## config.mk

```make
export PLATFORM = sky130hd
export DESIGN_NAME = drs_supervisor
export DESIGN_NICKNAME = d
export VERILOG_FILES = /design/src/drs_pkg.sv /design/src/drs_supervisor.sv
export SDC_FILE = /design/constraint.sdc
export NUM_CORES = 1
export LEC_CHECK = 0
export BUFFER_PORTS_ARGS = -buffer_cell sky130_fd_sc_hd__buf_2
export CAP_MARGIN = 20
export CORE_MARGIN = 3
export CORE_UTILIZATION = 50
export DETAILED_ROUTE_END_ITERATION = 12
export PLACE_DENSITY_LB_ADDON = 0.25
export RECOVER_POWER = 100
export SKIP_LAST_GASP = 1
export SLEW_MARGIN = 10
export SYNTH_ARGS = -nofsm -noshare
export SYNTH_HDL_FRONTEND = slang
export SYNTH_SLANG_ARGS = --single-unit
```

## constraint.sdc

```tcl
create_clock -name i_ref_clk -period 4.45 [get_ports i_ref_clk]
set_input_delay 0.2225 -clock i_ref_clk [delete_from_list [all_inputs] [get_ports i_ref_clk]]
set_output_delay 0.2225 -clock i_ref_clk [all_outputs]
set_load 0.01 [all_outputs]
```

## src/drs_pkg.sv

```systemverilog
// constants shared by the dual output reset supervisor
// assumes a single 40 MHz reference clock and comparator results already digital
//
// What this block does
// - main reset goes low while either voltage comparator reports undervoltage.
// - main reset stays low one timeout after both voltages recover.
// - long-press variant: held button asserts main reset; releases a timeout after release.
// - manual reset output goes low at once when the button goes low.
// - short-press variant: manual reset output holds low one timeout after release.
// - short-press variant: button never touches the main reset.
// - long-press variant: after long press both outputs hold one timeout after release.
// - long-press variant: short press asserts only the manual reset output.
// - supply dips of about 20 us or less are filtered out.
// - extended setup period is a build-time choice of four values.
package drs_pkg;
    // -------------------------------------------------------------------------
    // timing
    // -------------------------------------------------------------------------
    localparam int unsigned CLK_HZ = 40_000_000;
    localparam int unsigned TIMEOUT_MS = 140;
    localparam int unsigned TIMEOUT_CYC = TIMEOUT_MS * (CLK_HZ / 1000);
    localparam int unsigned GLITCH_US = 20;
    localparam int unsigned GLITCH_CYC = GLITCH_US * (CLK_HZ / 1_000_000);
    // extended setup periods in milliseconds
    localparam int unsigned SETUP_K_MS = 10080;
    localparam int unsigned SETUP_L_MS = 6720;
    localparam int unsigned SETUP_S_MS = 3360;
    localparam int unsigned SETUP_T_MS = 1680;
    localparam int unsigned CNT_W = 32;
    localparam int unsigned GLT_W = 10;
    // variant and setup selection codes
    localparam logic VARIANT_SHORT = 1'b0;
    localparam logic VARIANT_LONG = 1'b1;
    localparam logic [1:0] SETUP_SEL_K = 2'h0;
    localparam logic [1:0] SETUP_SEL_L = 2'h1;
    localparam logic [1:0] SETUP_SEL_S = 2'h2;
    localparam logic [1:0] SETUP_SEL_T = 2'h3;
    // -------------------------------------------------------------------------
    // types
    // -------------------------------------------------------------------------
    typedef enum logic [1:0] {DRS_IDLE, DRS_PRESS, DRS_HOLD} drs_btn_t;
endpackage : drs_pkg

```

## src/drs_supervisor.sv

```systemverilog
// dual output reset supervisor: main reset and manual reset outputs
// assumes comparator and pushbutton levels are asynchronous to i_ref_clk
`timescale 1ns/10ps
module drs_supervisor
    import drs_pkg::*;
#(
    parameter logic P_VARIANT = VARIANT_LONG,
    parameter logic [1:0] P_SETUP_SEL = SETUP_SEL_T,
    parameter int unsigned P_TIMEOUT_CYC = TIMEOUT_CYC,
    parameter int unsigned P_SETUP_K_CYC = SETUP_K_MS * (CLK_HZ / 1000),
    parameter int unsigned P_SETUP_L_CYC = SETUP_L_MS * (CLK_HZ / 1000),
    parameter int unsigned P_SETUP_S_CYC = SETUP_S_MS * (CLK_HZ / 1000),
    parameter int unsigned P_SETUP_T_CYC = SETUP_T_MS * (CLK_HZ / 1000)
)
(
    // clock and reset
    input wire logic i_ref_clk,
    input wire logic i_rst,
    // comparator results, high when voltage is above threshold
    input wire logic i_supply_ok,
    input wire logic i_adjustable_monitor_ok,
    // pushbutton, low when pressed
    input wire logic i_pushbutton_input_n,
    // outputs to the processor
    output logic o_reset_n,
    output logic o_manual_reset_output_n
);
    // -------------------------------------------------------------------------
    // setup period selection
    // -------------------------------------------------------------------------
    localparam int unsigned SETUP_CYC = (P_SETUP_SEL == SETUP_SEL_K) ? P_SETUP_K_CYC :
                                        (P_SETUP_SEL == SETUP_SEL_L) ? P_SETUP_L_CYC :
                                        (P_SETUP_SEL == SETUP_SEL_S) ? P_SETUP_S_CYC :
                                        P_SETUP_T_CYC;

    // -------------------------------------------------------------------------
    // input synchronisers
    // -------------------------------------------------------------------------
    logic [2:0] sync1;
    logic [2:0] sync2;
    always_ff @(posedge i_ref_clk or posedge i_rst)
    begin
        if (i_rst)
        begin
            // button idle, comparators failing: no false press edge after reset
            sync1 <= 3'h4;
            sync2 <= 3'h4;
        end
        else
        begin
            sync1 <= {i_pushbutton_input_n, i_adjustable_monitor_ok, i_supply_ok};
            sync2 <= sync1;
        end
    end
    logic btn_n;
    assign btn_n = sync2[2];

    // -------------------------------------------------------------------------
    // glitch filter: low must persist past the glitch window
    // -------------------------------------------------------------------------
    logic [GLT_W-1:0] glt_cnt;
    logic [GLT_W-1:0] next_glt_cnt;
    logic volt_ok;
    logic next_volt_ok;
    always_comb
    begin
        next_glt_cnt = '0;
        next_volt_ok = volt_ok;
        if (sync2[1:0] != 2'h3)
        begin
            // dips shorter than the window never reach the reset logic
            if (glt_cnt >= GLT_W'(GLITCH_CYC))
                next_volt_ok = 1'b0;
            else
                next_glt_cnt = glt_cnt + GLT_W'(1);
        end
        else
            next_volt_ok = 1'b1;
    end

    // -------------------------------------------------------------------------
    // voltage timeout counter
    // -------------------------------------------------------------------------
    logic [CNT_W-1:0] vcnt;
    logic [CNT_W-1:0] next_vcnt;
    logic vrst;
    logic next_vrst;
    always_comb
    begin
        next_vcnt = '0;
        next_vrst = vrst;
        if (!volt_ok)
            next_vrst = 1'b1;
        else if (vrst)
        begin
            if (vcnt >= CNT_W'(P_TIMEOUT_CYC - 1))
                next_vrst = 1'b0;
            else
                next_vcnt = vcnt + CNT_W'(1);
        end
    end

    // -------------------------------------------------------------------------
    // pushbutton state machine
    // -------------------------------------------------------------------------
    drs_btn_t bstate;
    drs_btn_t next_bstate;
    logic [CNT_W-1:0] bcnt;
    logic [CNT_W-1:0] next_bcnt;
    logic long_press;
    logic next_long_press;
    always_comb
    begin
        next_bstate = bstate;
        next_bcnt = bcnt;
        next_long_press = long_press;
        case (bstate)
            DRS_IDLE:
            begin
                next_bcnt = '0;
                next_long_press = 1'b0;
                if (!btn_n)
                    next_bstate = DRS_PRESS;
            end
            DRS_PRESS:
            begin
                if (btn_n)
                begin
                    next_bstate = DRS_HOLD;
                    next_bcnt = '0;
                end
                else if (P_VARIANT == VARIANT_LONG && bcnt >= CNT_W'(SETUP_CYC - 1))
                    next_long_press = 1'b1;
                else
                    next_bcnt = bcnt + CNT_W'(1);
            end
            DRS_HOLD:
            begin
                if (!btn_n)
                begin
                    // re-press restarts the press measurement
                    next_bstate = DRS_PRESS;
                    next_bcnt = '0;
                    next_long_press = 1'b0;
                end
                else if (bcnt >= CNT_W'(P_TIMEOUT_CYC - 1))
                    next_bstate = DRS_IDLE;
                else
                    next_bcnt = bcnt + CNT_W'(1);
            end
            default:
                next_bstate = DRS_IDLE;
        endcase
    end

    // -------------------------------------------------------------------------
    // registers
    // -------------------------------------------------------------------------
    always_ff @(posedge i_ref_clk or posedge i_rst)
    begin
        if (i_rst)
        begin
            glt_cnt <= '0;
            volt_ok <= 1'b0;
            vcnt <= '0;
            vrst <= 1'b1;
            bstate <= DRS_HOLD;
            bcnt <= '0;
            long_press <= 1'b0;
        end
        else
        begin
            glt_cnt <= next_glt_cnt;
            volt_ok <= next_volt_ok;
            vcnt <= next_vcnt;
            vrst <= next_vrst;
            bstate <= next_bstate;
            bcnt <= next_bcnt;
            long_press <= next_long_press;
        end
    end

    // immediate assertion path bypasses the state register
    assign o_manual_reset_output_n = btn_n && (bstate == DRS_IDLE);
    // short variant never sets long_press, so the button stays off the main reset
    assign o_reset_n = !(vrst || long_press);

    // -------------------------------------------------------------------------
    // checks
    // -------------------------------------------------------------------------
    // length of the current press, kept apart from the state machine's own counter
    logic [CNT_W-1:0] chk_low_len;
    logic [CNT_W-1:0] next_chk_low_len;
    always_comb
    begin
        next_chk_low_len = '0;
        if (!btn_n && chk_low_len != '1)
            next_chk_low_len = chk_low_len + CNT_W'(1);
        else if (!btn_n)
            next_chk_low_len = chk_low_len;
    end
    always_ff @(posedge i_ref_clk or posedge i_rst)
    begin
        if (i_rst)
            chk_low_len <= '0;
        else
            chk_low_len <= next_chk_low_len;
    end

    a_undervolt_reset: assert property (@(posedge i_ref_clk) disable iff (i_rst)
        !volt_ok |=> !o_reset_n)
        else $error("main reset not asserted on undervoltage");
    a_mr_immediate: assert property (@(posedge i_ref_clk) disable iff (i_rst)
        !i_pushbutton_input_n |-> ##2 !o_manual_reset_output_n)
        else $error("manual reset output not immediate");
    a_vrst_hold: assert property (@(posedge i_ref_clk) disable iff (i_rst)
        $rose(volt_ok) |-> !o_reset_n [*8])
        else $error("main reset released too early");
    a_short_only: assert property (@(posedge i_ref_clk) disable iff (i_rst)
        P_VARIANT == VARIANT_SHORT && $fell(o_reset_n) |-> !$past(volt_ok))
        else $error("button affected main reset in short variant");
    a_short_press: assert property (@(posedge i_ref_clk) disable iff (i_rst)
        $rose(long_press) |-> chk_low_len >= CNT_W'(SETUP_CYC))
        else $error("main reset asserted before the setup period");
    a_mr_timeout: assert property (@(posedge i_ref_clk) disable iff (i_rst)
        $rose(btn_n) |-> !o_manual_reset_output_n [*8])
        else $error("manual reset output released early");
    a_long_hold: assert property (@(posedge i_ref_clk) disable iff (i_rst)
        long_press && $rose(btn_n) |-> !o_reset_n [*8])
        else $error("main reset released early after long press");
    a_glitch_ignore: assert property (@(posedge i_ref_clk) disable iff (i_rst)
        volt_ok && sync2[1:0] != 2'h3 && $past(sync2[1:0]) == 2'h3 |=> volt_ok [*8])
        else $error("short dip dropped the voltage flag");
endmodule : drs_supervisor

```

After elaboration in Yosys (flattened, before gate mapping)
Index checks and enable logic that the tools add are counted.
{"block": "word_totals", "reg_bits": 85, "input_bits": 5, "output_inout_bits": 2, "elab_cells": 60}
{"block": "op_classes", "add_sub_neg": 3, "order_cmp": 4, "eq_ne": 12, "mux": 24, "n_reduce_logical": 8}
{"cell": "$mux 32", "count": 7}
{"cell": "$pmux 32 s3", "count": 1}
{"cell": "$add 32x1->32 const B", "count": 2}
{"cell": "$ge 32x23->1 const B", "count": 2}
{"cell": "$ge 32x27->1 const B", "count": 1}
{"cell": "$mux 10", "count": 2}
{"cell": "$ne 2x2->1 const B", "count": 6}
{"cell": "$add 10x1->10 const B", "count": 1}
{"cell": "$ge 10x10->1 const B", "count": 1}
{"cell": "$ne 3x3->1 const B", "count": 3}
{"cell": "$mux 1", "count": 8}
{"cell": "$mux 2", "count": 4}
{"cell": "$pmux 2 s3", "count": 1}
{"cell": "$reduce_and 3->1", "count": 2}
{"cell": "$reduce_and 4->1", "count": 1}
{"cell": "$pmux 1 s3", "count": 1}
{"cell": "$reduce_bool 3->1", "count": 1}
{"cell": "$eq 2x1->1 const B", "count": 1}
{"cell": "$eq 2x2->1 const B", "count": 1}
{"cell": "$logic_not 2->1", "count": 1}
{"cell": "$ne 2x1->1 const B", "count": 1}
{"cell": "$logic_and 1x1->1", "count": 1}
{"cell": "$logic_not 1->1", "count": 1}
{"cell": "$logic_or 1x1->1", "count": 1}

Longest topological paths before layout
{"block": "logic_depth", "ltp_word": 4, "mapped_depth": 10, "depth_no_buf": 8}

Worst setup path after synthesis
Ideal clock, no wire load.
{"block": "synth_path", "path_kind": "register to register", "start": "register bstate[1]", "end": "register bcnt[11]", "setup_time_ns": 0.136, "t_arrival_ns": 2.177, "t_required_ns": 4.314, "slack_ns": 2.137, "path_stages_with_launch": 11, "n_path_buf": 2, "period_less_slack_ns": 2.313, "cell_sequence": "dfstp_2 > inv_1 > ha_1 > nor2b_1 > and4b_1 > nand2_1 > o311ai_1 > clkbuf_1 > clkbuf_1 > o31ai_1 > o41ai_2"}
{"block": "synth_via", "elab_chain_len": 3, "word_cells_on_any_way": 8, "cone_classes": "eq/ne (4); mux (1); reduce/logical (3)"}
{"element": "start, declared", "line_no": "drs_supervisor.sv:106", "rtl": "drs_btn_t bstate;"}
{"element": "start signal, assigned", "line_no": "drs_supervisor.sv:177", "rtl": "bstate <= next_bstate;"}
{"element": "$eq 2x2->1 (tied with other cells)", "line_no": "drs_supervisor.sv:117", "rtl": "case (bstate)"}
{"element": "$ne 3x3->1 (no source line) or $reduce_bool 3->1 (tied branches)"}
{"element": "$reduce_and 3->1 (no source line)"}
{"element": "end signal, assigned", "line_no": "drs_supervisor.sv:178", "rtl": "bcnt <= next_bcnt;"}
{"element": "end, declared", "line_no": "drs_supervisor.sv:108", "rtl": "logic [CNT_W-1:0] bcnt;"}
Parallel ways exist; a longest one is shown, timed or not.
A chain may end at the register's enable or synchronous reset.

Final worst setup path
{"block": "layout_path", "start": "register bstate[1]", "end": "register bcnt[31]"}
The elaborated chain is that of the path after synthesis.

==> results.py <==
metrics = {
    "finish": {
        "layout-drive-gt1-share_pct": 8.18,
        "seqCellArea_mm2": 0.00213,
        "diodes": 0,
        "nNetsFinal": 448,
        "n_fill_cell": 711,
        "area_growth_pct": 8.81,
        "multi_input_area_mm2": 0.00199,
    },
    "route": {
        "drcViolationCount": 0,
        "wl_per_cell_um": 15.5,
        "vias": 3226,
        "first_pass_iters": 4,
        "postRouteAntennaNets": 0,
        "wl_um": 8390,
        "drt_iter0_markers": 174,
        "via_per_inst": 5.95,
    },
    "timing": {
        "relSlewSlack_pct": -33.4,
        "finalCritPeriodShare_pct": 65.6,
        "finalSetupViolations": 0,
        "tightest_slew_ns": 1.99,
        "rsz0062_at_grt": "false",
        "skew_ns": 0.00928,
        "max_freq_ghz": 0.343,
        "setup_tns_ns": 0,
        "drv_slew": 56,
        "final_hold_viol_count": 0,
        "period_needed_ns": 2.92,
        "whs_ns": 0.360,
    },
    "placement": {
        "gp_congestion": 0.874,
        "port_buffers": 6,
        "dp_hpwl_um": 5530,
    },
    "synthesis": {
        "synth_compound_area_share_pct": 16.1,
        "yosysMostFrequentCell": "dfrtp_1",
        "synth_fa_ha_area_share_pct": 2.37,
        "synthFlopType": "dfrtp_1",
        "synthSimpleGateAreaFrac_pct": 21.4,
        "synth_xor_area_share_pct": 5.80,
        "synth_top_cell_by_area": "dfrtp_1",
        "synth.distinct_cells": 45,
        "yosysSeqAreaShare_pct": 50.4,
        "synth_top_family_by_area": "simple AND/OR/NAND/NOR gates",
        "synthCells": 426,
        "ys_seq_elements": 85,
        "synth_area_mm2": 0.00423,
        "synth_edf_count": 0,
        "synthMuxAreaShare_pct": 0.532,
        "synthTopCellsByCount": "dfrtp_1, nor2_1, o31ai_1",
        "synth_top_area_share_pct": 47.9,
        "synth_area_leaders": "dfrtp_1, o31ai_1, nor2_1, xor2_1, nand2_1",
        "yosys_warnings": 0,
        "syn_avg_cell_area_um2": 9.93,
        "async_flop_share_pct": 100,
    },
    "cts": {
        "cts_resized": 0,
        "cts_buffers": 9,
        "insertion_delay_ns": 0.36,
        "cts_setup_buffers": 0,
        "cts.sinks": 85,
        "cts_buffer_depth": 2,
        "cts_root_buffer": "clkbuf_8",
        "htreeDepth": 3,
        "tritoncts": "built",
        "path_clk_slew_ns": 0.10,
    },
    "grt": {
        "gr-total-overflow": 0,
        "grt_pass1_wl_um": 15000,
        "track_usage_pct": 18.9,
        "grt_max_degree": 46,
        "grt_pass1_vias": 3159,
        "antenna_found_initial": 0,
    },
    "setup_path": {
        "r2r_cells": 6,
        "cp_max_fo": 20,
        "crit_path_start_kind": "flip-flop",
        "crit_required_ns": 4.73,
        "cp-end-kind": "flip-flop",
        "worstPathArrival_ns": 3.20,
        "critPathKind": "flip-flop to flip-flop",
    },
    "worst_hold_path": {
        "min_path_cells": 0,
        "hp-class": "flip-flop to flip-flop",
    },
    "pwr": {
        "power_leakage_nw": 2.06,
        "power.density_mw_per_mm2": 387,
        "seq_power_share_pct": 46.9,
        "power_frac_comb_pct": 22.7,
        "switchingPower_w": 0.000608,
        "p_int_w": 0.00118,
        "vdd_drop_max_mv": 0.260,
        "p_clk_share_pct": 30.4,
        "swShare_pct": 34.1,
    },
    "die": {
        "die-height_um": 98.0,
        "dieWidth_um": 98.0,
        "ios": 7,
        "initial_utilization_pct": 53.1,
        "dieArea_mm2": 0.00960,
        "core.rowCount": 32,
        "core_mm2": 0.00797,
    },
    "outcome": {
        "violations": "max-capacitance violations, max-slew violations",
        "status": "complete, but fails checks",
    },
    "run": {
        "maxCapViolCount": 2,
    },
}
layout make-up:
cell class	count	area share, %
tap	102	2.77
clock inverter	7	1.66
sequential	85	46.3
clock buffer	9	2.69
timing repair buffer	14	2.53
inverter	9	0.761
multi-input combinational	316	43.3
final timing paths:
path | slack (ns) | start | endpoint
setup / recovery | 1.53 | bstate[1] | bcnt[31]
hold / removal | 0.36 | sync1[0] | sync2[0]
setup reg to reg | 1.53 | bstate[1] | bcnt[31]
hold reg to reg | 0.36 | sync1[0] | sync2[0]
max in group asynchronous | 1.81 | i_rst | vcnt[29]
min in group asynchronous | 0.92 | i_rst | glt_cnt[6]
flip-flops by register name, summed over array words and instances (netlist names):
signal,count
sync2,3
volt_ok,1
vrst,1
sync1,3
vcnt,32
long_press,1
bstate,2
glt_cnt,10
bcnt,32
per-stage QoR:
stage / cells / setup slack, ns / util [%] / cell area, um^2 / total power, W
4_1_cts: 542 / 1.89 / 58.0 / 4620 / 0.00182
6_report: 542 / 1.53 / 57.8 / 4600 / 0.00178
5_1_grt: 542 / 1.30 / 57.8 / 4600 / 0.00189
3_5_place_dp: 522 / 1.96 / 55.0 / 4380 / 0.00127
2_1_floorplan: 434 / 2.04 / - / 4260 / 0.00113
3_3_place_gp: 521 / 2.00 / 54.7 / 4360 / 0.00121
cell families after synthesis:
logic type	Yosys count
simple gates	177
compound gates	92
flops	85
buf+inv	33
xor+xnor	28
fa+ha+maj	8
mux	2
other cells	1
power groups by stage:
stage               Sequential (W)  Combinational, W  Clock (W)
global route              0.000840          0.000456   0.000591
CTS                       0.000836          0.000425   0.000560
detailed placement        0.000851          0.000422          0
global placement          0.000849          0.000365          0
floorplan                 0.000844          0.000284          0
finish                    0.000835          0.000405   0.000542
cells in the final DEF, fill, tap and decap left out, drive strengths merged, types with 9 or more instances in the layout:
cell type  instances
a21oi              9
and2               9
and3              10
clkbuf            11
conb               9
dfrtp             81
inv               12
nand2             36
nand3             21
nand4             10
nor2              51
o31ai             42
o41ai             10
xor2              20
what timing repair did:
item,CTS,global route
hold buffers,4,0
hold endpoints to repair,43,0
endpoints found under the setup margin,0,0
critical path, stage by stage (launching register included):
cell and delay [ns]:
dfstp_1 0.59, inv_1 0.08, ha_1 0.22, o311ai_1 1.44, buf_16 0.25, nor2_1 0.11
nor2b_1 0.15
routing by layer:
layer	track usage (%)	wire length (um)
met1	27.6	4180
met2	28.3	3760
met3	3.71	342
met4	6.18	112
met5	0	0
Note: power is estimated with default switching activity, not from simulation.
